===== config.mk =====
export PLATFORM = sky130hd
export DESIGN_NAME = tosc_top
export DESIGN_NICKNAME = d
export VERILOG_FILES = /design/src/hdl/tosc_pkg.sv /design/src/hdl/tosc_top.sv /design/src/hdl/tosc_channel.sv
export SDC_FILE = /design/constraint.sdc
export NUM_CORES = 1
export LEC_CHECK = 0
export ABC_AREA = 1
export ABC_CLOCK_PERIOD_IN_PS = 5500
export BUFFER_PORTS_ARGS = -buffer_cell sky130_fd_sc_hd__buf_2
export CAP_MARGIN = 15
export CORE_ASPECT_RATIO = 0.75
export CORE_MARGIN = 3
export CORE_UTILIZATION = 63
export CTS_CLUSTER_DIAMETER = 40
export DETAILED_ROUTE_END_ITERATION = 6
export GPL_TIMING_DRIVEN = 0
export PLACE_DENSITY = 0.88
export SLEW_MARGIN = 10
export SYNTH_ARGS = -nofsm -noshare
export SYNTH_HDL_FRONTEND = slang
export SYNTH_HIERARCHICAL = 1
export SYNTH_SLANG_ARGS = --single-unit

===== constraint.sdc =====
create_clock -name clk -period 5.5 [get_ports clk]
set_input_delay 1.65 -clock clk [delete_from_list [all_inputs] [get_ports clk]]
set_output_delay 1.65 -clock clk [all_outputs]
set_load 0.1 [all_outputs]

===== src/hdl/tosc_pkg.sv =====
// Package for the one-shot timer output and start control block
package tosc_pkg;

    // ==========================================================
    // Register byte offsets on the APB bus
    localparam logic [7:0] OFF_OUT_ENABLE = 8'h00;
    localparam logic [7:0] OFF_OUT_LEVEL = 8'h04;
    localparam logic [7:0] OFF_START_TRIG = 8'h08;
    localparam logic [7:0] OFF_ENABLE_STAT = 8'h0C;
    localparam logic [7:0] OFF_PORT3_DIR = 8'h10;
    localparam logic [7:0] OFF_IRQ_FLAGS = 8'h14;
    localparam logic [7:0] OFF_IRQ_MASK = 8'h18;
    localparam logic [7:0] OFF_DELAY = 8'h1C;
    localparam logic [7:0] OFF_WIDTH = 8'h20;
    localparam logic [7:0] OFF_EVT_STATUS = 8'h24;
    localparam logic [7:0] OFF_EVT_CLEAR = 8'h28;
    localparam logic [7:0] OFF_EVT_ENABLE = 8'h2C;

    // ==========================================================
    // Field positions
    localparam int CH0_BIT = 0;
    localparam int CH3_BIT = 3;
    localparam int P3B1_BIT = 1;
    localparam int IRQ_CH0_BIT = 4;
    localparam int EVT_CH0_END = 0;
    localparam int EVT_CH3_END = 1;
    localparam int EVT_W = 2;

    // ==========================================================
    // Reset values
    localparam logic [15:0] RST_OUT_ENABLE = 16'h0000;
    localparam logic [15:0] RST_OUT_LEVEL = 16'h0000;
    localparam logic [7:0] RST_PORT3_DIR = 8'hFF;
    localparam logic [7:0] RST_IRQ_FLAGS = 8'h00;
    localparam logic [7:0] RST_IRQ_MASK = 8'hFF;
    localparam logic [15:0] RST_DELAY = 16'h0000;
    localparam logic [15:0] RST_WIDTH = 16'h0000;

    // Bits of the output register and the trigger register that exist
    localparam logic [15:0] CH_USED_MASK = 16'h0009;

    // Counter phase of one channel
    typedef enum logic [1:0] {
        TOSC_IDLE,
        TOSC_ARMED,
        TOSC_COUNT
    } tosc_phase_t;

    // Configuration handed to one channel counter
    typedef struct packed {
        logic [15:0] reload;
        logic start;
        logic start_on_event;
    } tosc_ch_cfg_t;

    // Status returned by one channel counter
    typedef struct packed {
        logic enabled;
        logic running;
        logic count_end;
    } tosc_ch_stat_t;

endpackage


===== src/hdl/tosc_top.sv =====
// One-shot timer output, start trigger, interrupt flag and pin direction control
//
// The APB slave port and the register offsets are this design's own decisions.
`timescale 1ns/1ps
`default_nettype none
module tosc_top #(
    parameter int CNT_W = 16
) (
    // Clock and reset
    input wire logic clk,
    input wire logic rst_n,
    // APB slave
    input wire logic psel,
    input wire logic penable,
    input wire logic pwrite,
    input wire logic [7:0] paddr,
    input wire logic [31:0] pwdata,
    output logic [31:0] prdata,
    output logic pready,
    output logic pslverr,
    // Pulse pin, port 3 bit 1
    input wire logic p31_in,
    output logic p31_out,
    output logic p31_oe,
    // Interrupts
    output logic ch0_count_end_irq,
    output logic irq
);

    // Reload registers are 16 bits, so a wider counter could never be loaded
    if (CNT_W < 1 || CNT_W > 16) begin : g_bad_cnt_w
        $error("tosc_top: CNT_W out of range");
    end

    // ==========================================================
    // Bus decode
    logic wr_en;
    logic rd_en;
    logic [31:0] wd;

    assign wr_en = psel && penable && pwrite;
    assign rd_en = psel && penable && !pwrite;
    assign wd = pwdata;
    // Zero wait states: every register answers in its first access cycle
    assign pready = 1'b1;

    logic addr_ok;
    always_comb begin
        case (paddr)
            tosc_pkg::OFF_OUT_ENABLE, tosc_pkg::OFF_OUT_LEVEL, tosc_pkg::OFF_START_TRIG,
            tosc_pkg::OFF_ENABLE_STAT, tosc_pkg::OFF_PORT3_DIR, tosc_pkg::OFF_IRQ_FLAGS,
            tosc_pkg::OFF_IRQ_MASK, tosc_pkg::OFF_DELAY, tosc_pkg::OFF_WIDTH,
            tosc_pkg::OFF_EVT_STATUS, tosc_pkg::OFF_EVT_CLEAR,
            tosc_pkg::OFF_EVT_ENABLE: addr_ok = 1'b1;
            default: addr_ok = 1'b0;
        endcase
    end
    assign pslverr = psel && penable && !addr_ok;

    // ==========================================================
    // Configuration registers
    logic [15:0] out_enable_ff;
    logic [7:0] port3_dir_ff;
    logic [7:0] irq_mask_ff;
    logic [15:0] delay_ff;
    logic [15:0] width_ff;
    localparam int EVT_WIDTH = tosc_pkg::EVT_W;
    logic [EVT_WIDTH-1:0] evt_enable_ff;

    always_ff @(posedge clk) begin
        if (!rst_n) begin
            out_enable_ff <= tosc_pkg::RST_OUT_ENABLE;
            port3_dir_ff <= tosc_pkg::RST_PORT3_DIR;
            irq_mask_ff <= tosc_pkg::RST_IRQ_MASK;
            delay_ff <= tosc_pkg::RST_DELAY;
            width_ff <= tosc_pkg::RST_WIDTH;
            evt_enable_ff <= '0;
        end else if (wr_en) begin
            case (paddr)
                tosc_pkg::OFF_OUT_ENABLE: out_enable_ff <= wd[15:0] & tosc_pkg::CH_USED_MASK;
                tosc_pkg::OFF_PORT3_DIR: port3_dir_ff <= wd[7:0];
                tosc_pkg::OFF_IRQ_MASK: irq_mask_ff <= wd[7:0];
                tosc_pkg::OFF_DELAY: delay_ff <= wd[15:0];
                tosc_pkg::OFF_WIDTH: width_ff <= wd[15:0];
                tosc_pkg::OFF_EVT_ENABLE: evt_enable_ff <= wd[EVT_WIDTH-1:0];
                default: begin
                end
            endcase
        end
    end

    // ==========================================================
    // Start triggers and channels
    logic trig_wr;
    logic ch0_trig;
    logic ch3_trig;
    tosc_pkg::tosc_ch_cfg_t cfg0;
    tosc_pkg::tosc_ch_cfg_t cfg3;
    tosc_pkg::tosc_ch_stat_t st0;
    tosc_pkg::tosc_ch_stat_t st3;

    // Trigger bits are strobes that nothing stores, so the register reads zero
    assign trig_wr = wr_en && (paddr == tosc_pkg::OFF_START_TRIG);
    // Ch0 trigger on a written 1
    assign ch0_trig = trig_wr && wd[tosc_pkg::CH0_BIT];
    // Ch3 trigger on a written 1
    assign ch3_trig = trig_wr && wd[tosc_pkg::CH3_BIT];

    // Delay on ch0, width on ch3
    assign cfg0.reload = delay_ff;
    assign cfg0.start = ch0_trig;
    assign cfg0.start_on_event = 1'b0;
    assign cfg3.reload = width_ff;
    assign cfg3.start = ch3_trig;
    assign cfg3.start_on_event = 1'b1;

    tosc_channel #(.CNT_W(CNT_W)) u_ch0 (
        .clk(clk),
        .rst_n(rst_n),
        .cfg(cfg0),
        .ext_start(1'b0),
        .stat(st0)
    );

    // Ch3 started by ch0 count end
    tosc_channel #(.CNT_W(CNT_W)) u_ch3 (
        .clk(clk),
        .rst_n(rst_n),
        .cfg(cfg3),
        .ext_start(st0.count_end),
        .stat(st3)
    );

    assign ch0_count_end_irq = st0.count_end;

    // ==========================================================
    // Output levels
    logic [15:0] out_level_ff;
    logic lvl_wr;
    logic ch3_go;

    assign lvl_wr = wr_en && (paddr == tosc_pkg::OFF_OUT_LEVEL);
    // Only an armed, idle ch3 takes the ch0 end, so an end in mid-pulse is dropped
    assign ch3_go = st0.count_end && st3.enabled && !st3.running;

    always_ff @(posedge clk) begin
        if (!rst_n) begin
            out_level_ff <= tosc_pkg::RST_OUT_LEVEL;
        end else begin
            if (out_enable_ff[tosc_pkg::CH3_BIT]) begin
                if (ch3_go) begin
                    out_level_ff[tosc_pkg::CH3_BIT] <= 1'b1;
                end else if (st3.count_end) begin
                    out_level_ff[tosc_pkg::CH3_BIT] <= 1'b0;
                end
            end else if (lvl_wr) begin
                out_level_ff[tosc_pkg::CH3_BIT] <= wd[tosc_pkg::CH3_BIT];
            end
            // Writes ignored while enabled (branch above)
            // Ch0 follows the same scheme, toggling at its count end
            if (out_enable_ff[tosc_pkg::CH0_BIT]) begin
                if (st0.count_end) begin
                    out_level_ff[tosc_pkg::CH0_BIT] <= !out_level_ff[tosc_pkg::CH0_BIT];
                end
            end else if (lvl_wr) begin
                out_level_ff[tosc_pkg::CH0_BIT] <= wd[tosc_pkg::CH0_BIT];
            end
        end
    end

    // ==========================================================
    // Pin driver
    // Direction 0 turns the buffer on
    always_ff @(posedge clk) begin
        if (!rst_n) begin
            p31_out <= 1'b0;
            p31_oe <= 1'b0;
        end else begin
            p31_out <= out_level_ff[tosc_pkg::CH3_BIT];
            p31_oe <= !port3_dir_ff[tosc_pkg::P3B1_BIT];
        end
    end

    // ==========================================================
    // Interrupt request flags and event status
    logic [7:0] irq_flags_ff;
    logic [EVT_WIDTH-1:0] evt_status_ff;
    logic [EVT_WIDTH-1:0] evt_in;
    logic flg_wr;
    logic clr_wr;

    assign flg_wr = wr_en && (paddr == tosc_pkg::OFF_IRQ_FLAGS);
    assign clr_wr = wr_en && (paddr == tosc_pkg::OFF_EVT_CLEAR);
    assign evt_in[tosc_pkg::EVT_CH0_END] = st0.count_end;
    assign evt_in[tosc_pkg::EVT_CH3_END] = st3.count_end;

    always_ff @(posedge clk) begin
        if (!rst_n) begin
            irq_flags_ff <= tosc_pkg::RST_IRQ_FLAGS;
        end else begin
            if (flg_wr) begin
                irq_flags_ff <= wd[7:0];
            end
            // Request sets flag; set beats clear
            if (st0.count_end) begin
                irq_flags_ff[tosc_pkg::IRQ_CH0_BIT] <= 1'b1;
            end
        end
    end

    logic [EVT_WIDTH-1:0] evt_clr;
    logic [EVT_WIDTH-1:0] nxt_evt_status;

    // An event and its clear in one cycle: the set wins so no event is lost
    always_comb begin
        evt_clr = clr_wr ? wd[EVT_WIDTH-1:0] : '0;
        nxt_evt_status = (evt_status_ff & ~evt_clr) | evt_in;
    end

    always_ff @(posedge clk) begin
        if (!rst_n) begin
            evt_status_ff <= '0;
        end else begin
            evt_status_ff <= nxt_evt_status;
        end
    end

    // Mask 0 lets the ch0 request through
    assign irq = (|(evt_status_ff & evt_enable_ff)) ||
                 (irq_flags_ff[tosc_pkg::IRQ_CH0_BIT] && !irq_mask_ff[tosc_pkg::IRQ_CH0_BIT]);

    // ==========================================================
    // Read data
    logic [15:0] en_stat;
    always_comb begin
        en_stat = '0;
        en_stat[tosc_pkg::CH0_BIT] = st0.enabled;
        en_stat[tosc_pkg::CH3_BIT] = st3.enabled;
    end

    logic [7:0] dir_rd;
    always_comb begin
        dir_rd = port3_dir_ff;
        dir_rd[0] = port3_dir_ff[0] ? p31_in : port3_dir_ff[0];
        dir_rd[0] = port3_dir_ff[0];
    end

    logic [31:0] nxt_prdata;
    always_comb begin
        case (paddr)
            tosc_pkg::OFF_OUT_ENABLE: nxt_prdata = {16'h0000, out_enable_ff};
            tosc_pkg::OFF_OUT_LEVEL: nxt_prdata = {16'h0000, out_level_ff};
            tosc_pkg::OFF_START_TRIG: nxt_prdata = 32'h0000_0000;
            tosc_pkg::OFF_ENABLE_STAT: nxt_prdata = {16'h0000, en_stat};
            tosc_pkg::OFF_PORT3_DIR: nxt_prdata = {24'h000000, dir_rd};
            tosc_pkg::OFF_IRQ_FLAGS: nxt_prdata = {24'h000000, irq_flags_ff};
            tosc_pkg::OFF_IRQ_MASK: nxt_prdata = {24'h000000, irq_mask_ff};
            tosc_pkg::OFF_DELAY: nxt_prdata = {16'h0000, delay_ff};
            tosc_pkg::OFF_WIDTH: nxt_prdata = {16'h0000, width_ff};
            tosc_pkg::OFF_EVT_STATUS: nxt_prdata = 32'(evt_status_ff);
            tosc_pkg::OFF_EVT_ENABLE: nxt_prdata = 32'(evt_enable_ff);
            default: nxt_prdata = 32'h0000_0000;
        endcase
    end

    // Captured in the setup cycle so the word stands for the whole access phase
    always_ff @(posedge clk) begin
        if (!rst_n) begin
            prdata <= '0;
        end else if (psel && !penable && !pwrite) begin
            prdata <= nxt_prdata;
        end
    end

    logic unused_ok;
    assign unused_ok = rd_en & p31_in & st0.running;

endmodule
`default_nettype wire


===== src/hdl/tosc_channel.sv =====
// One one-count channel: arm on a start trigger, count down, pulse at the end
`timescale 1ns/1ps
`default_nettype none
module tosc_channel #(
    parameter int CNT_W = 16
) (
    // Clock and reset
    input wire logic clk,
    input wire logic rst_n,
    // Control
    input wire tosc_pkg::tosc_ch_cfg_t cfg,
    input wire logic ext_start,
    // Status
    output tosc_pkg::tosc_ch_stat_t stat
);

    if (CNT_W < 1 || CNT_W > 16) begin : g_bad_cnt_w
        $error("tosc_channel: CNT_W out of range");
    end

    // ==========================================================
    // Enable status and counter
    tosc_pkg::tosc_phase_t phase_ff;
    logic [CNT_W-1:0] cnt_ff;
    logic end_ff;
    logic go;

    assign go = cfg.start_on_event ? ext_start : 1'b1;

    always_ff @(posedge clk) begin
        if (!rst_n) begin
            phase_ff <= tosc_pkg::TOSC_IDLE;
            cnt_ff <= '0;
            end_ff <= 1'b0;
        end else begin
            end_ff <= 1'b0;
            case (phase_ff)
                tosc_pkg::TOSC_IDLE: begin
                    if (cfg.start) begin
                        phase_ff <= tosc_pkg::TOSC_ARMED;
                    end
                end
                tosc_pkg::TOSC_ARMED: begin
                    if (go) begin
                        phase_ff <= tosc_pkg::TOSC_COUNT;
                        cnt_ff <= cfg.reload[CNT_W-1:0];
                    end
                end
                tosc_pkg::TOSC_COUNT: begin
                    if (cnt_ff == '0) begin
                        end_ff <= 1'b1;
                        phase_ff <= cfg.start_on_event ? tosc_pkg::TOSC_ARMED
                                                       : tosc_pkg::TOSC_IDLE;
                    end else begin
                        cnt_ff <= cnt_ff - 1'b1;
                    end
                end
                default: begin
                    phase_ff <= tosc_pkg::TOSC_IDLE;
                end
            endcase
        end
    end

    assign stat.enabled = (phase_ff != tosc_pkg::TOSC_IDLE);
    assign stat.running = (phase_ff == tosc_pkg::TOSC_COUNT);
    assign stat.count_end = end_ff;

endmodule
`default_nettype wire


==> qor.yml <==
grt_pass1_wl_um: 30130
synth_cells: 1003
p_total_mw: 2.065
synth_xor_area_frac: 0
hold_buffers: 0
cpMostUsedCell: "buf_2"
grt_max_degree: 17
path_delay_family: "buffers and inverters"
hold_viol: 0
synthMuxAreaShare: 0
instances_no_fill: 1234
maxUsedRoutingLayer: "met4"
io_pins: 84
synth_compound_area_frac: 0.1546
required_ns: 3.85
fmax_ghz: 0.2038
yosys.area_share.simple: 0.3580
hold_depth: 2
core_mm2: 0.009852
ant_nets: 0
crit_fanout: 10
cts-root-buf: "clkbuf_16"
power_density_mw_per_mm2: 273.0
core.rowCount: 31
finClkSkew_ns: 0.005348
yosysWarnings: 6
ys_seq_area_frac: 0.3687
wl_um: 18880
hold_class: "flip-flop to flip-flop"
ir_drop_uv: 229.7
critPathCaptureType: "primary output"
layout-drive-gt1-share: 0.1552
crit_arrival_ns: 3.26
cts_resized: 0
wl_per_cell_um: 15.30
clock-sinks: 120
synth_area_leaders: "dfxtp_1 (37%), nand2_1 (16%), nor2_1 (8.4%)"
insertion_delay_ns: 0.42
period_needed_ns: 4.907
dr.pass1.iters: 7
drv_slew: 0
avgSynthCellArea_um2: 6.496
htreeDepth: 4
slowest_stage: "buf_2"
place_area_mm2: 0.006997
setup_tns_ns: 0
layout.cells.most_common: "nand2_1"
synth_fa_ha_area_frac: 0.003841
timing.rr.end: "u_ch3/cnt_ff[5]"
area_delta_synth_final_pct: 16.09
vias: 6969
rsz0062_at_grt: "false"
synth_area_mm2: 0.006515
gp_congestion: 0.9382
startpoint: "paddr[5]"
holdWs_ns: 0.4573
synth_top_area_frac: 0.3687
met1_length_um: 7813
clock_tree.buffer_depth: 2
die_w_um: 123.4
design_area_mm2: 0.007564
cp_num_buf_inv: 5
dieArea_mm2: 0.01161
start_util: 0.6613
place_inst: 1202
drt_first_iter_violations: 929
synthFlopType: "dfxtp_1"
drc: 1
period_share: 0.8922
p_leak_nw: 3.629
ys_ff_latch: 120
clkTransAtPathRegs_ns: 0.06
critPathKind: "input pin to primary output"
die_h_um: 94.07
switching_share: 0.2587
wl_met3_um: 2292
post_cts_buffers: 0
grtUsageTotal: 0.3353
status: "finished, violations left"
worstReg2RegStart: "u_ch3/phase_ff[1]"
tritoncts: "done"
yosys.area.top_type: "dfxtp_1"
holdCritStartpoint: "irq_flags_ff[7]"
intPower_mw: 1.531
grt_pass1_vias: 6119
startpoint_type: "input pin"
regToRegSetupSlack_ns: 3.79
seq_power_share: 0.421
overflow: 0
nets: 1137
cpPeakStageDelay_ns: 0.46
num_antenna_cells: 0
reg2reg_depth: 6
async_reset_ff_frac: 0
max_cap_viol_count: 0
via_per_inst: 5.647
mostFrequentLayoutCells: "nand2_1 (276), nor2_1 (146), dfxtp_1 (120), inv_1 (87), a21oi_1 (81)"
slew_headroom: 0.5305
synth_top_family_by_area: "simple AND/OR/NAND/NOR gates"
pwr-share-clk: 0.511
power_frac_comb: 0.067
portBuffers: 48
power_switching_mw: 0.5344
cts_buffers: 17
setup_viol: 0
antenna_found_initial: 0
crit_end: "pslverr"
synth_cell_types: 33
tightest_slew_ns: 0.7043
route.met2.wl_um: 8068
dp_hpwl_um: 13480
violations: "design-rule violations"
path_depth: 9
crit_chain: "buf_2 -> inv_1 -> nand3_2 -> nor2_1 -> inv_1 -> buf_2 -> nand3_1 -> nor3_2 -> buf_2"
synth_edf_count: 0
[metal layers]
metal  vias up  track usage
met4         0       0.1576
li1       3360            -
met5         -            0
met3        79      0.07947
met1      3090       0.4617
met2       440       0.4948
[power by group through the flow]
stage | Sequential (mW) | Combinational (mW) | Clock (mW)
floorplan | 0.890 | 0.101 | 0
detailed placement | 0.889 | 0.136 | 0
CTS | 0.870 | 0.136 | 1.06
finish | 0.870 | 0.139 | 1.06
global route | 0.870 | 0.147 | 1.09
global placement | 0.889 | 0.134 | 0
[worst min-delay path: stages (launching register included)]
cell     delay [ns]
dfxtp_1        0.30
inv_1          0.06
a21oi_1        0.05
[cell families (layout without fill, tap and decap cells)]
family,count (synthesis),in the layout
compound gates,190,190
fa+ha+maj,2,2
buf+inv,152,232
flops,120,120
other cells,2,21
simple gates,537,537
[synth_stat cells, types with 3 or more instances]
| cell | count |
|---|---|
| buf_2 | 9 |
| buf_6 | 8 |
| nor2_4 | 6 |
| buf_1 | 4 |
| inv_2 | 9 |
| o21ai_0 | 63 |
| o21ai_1 | 21 |
| o22ai_1 | 7 |
| dfxtp_1 | 120 |
| nand3_1 | 72 |
| inv_1 | 87 |
| nand2_1 | 276 |
| a21oi_1 | 81 |
| clkbuf_1 | 10 |
| o211ai_1 | 10 |
| nand2_2 | 6 |
| nand3_2 | 3 |
| nor2_1 | 146 |
| nand2_4 | 6 |
| nor2_2 | 10 |
| buf_4 | 23 |
| o21bai_1 | 6 |
[final cells by class]
type | count | area (µm²)
Clock inverter | 14 | 127.6
Multi-Input combinational cell | 750 | 3448
Inverter | 97 | 366.6
Timing Repair Buffer | 48 | 240.2
Sequential cell | 120 | 2402
Clock buffer | 18 | 439.2
Tap cell | 132 | 165.2
Fill cell | 810 | 2288
Buffer | 55 | 374.1
[state kept, by name, indices dropped and copies added (netlist names), 8 cells and up]
register,flops
dir_rd,8
u_ch0/cnt_ff,16
prdata,16
width_ff,16
u_ch3/cnt_ff,16
irq_flags_ff,8
irq_mask_ff,8
delay_ff,16
[stage by stage]
step           utilization  worst slack (ns)
2_1_floorplan            -            0.4018
6_report            0.7677            0.5930
3_5_place_dp        0.7102            0.6526
5_1_grt             0.7677            0.5308
4_1_cts             0.7677            0.6262
3_3_place_gp        0.7102            0.6662
[how the worst min path moves through the flow]
stage	end
3_5_place_dp	irq_flags_ff[6]
2_1_floorplan	p31_oe
3_3_place_gp	irq_flags_ff[6]
6_report	irq_flags_ff[7]
5_1_grt	prdata[14]
4_1_cts	irq_flags_ff[7]
Power figures use the tool's default switching activity.
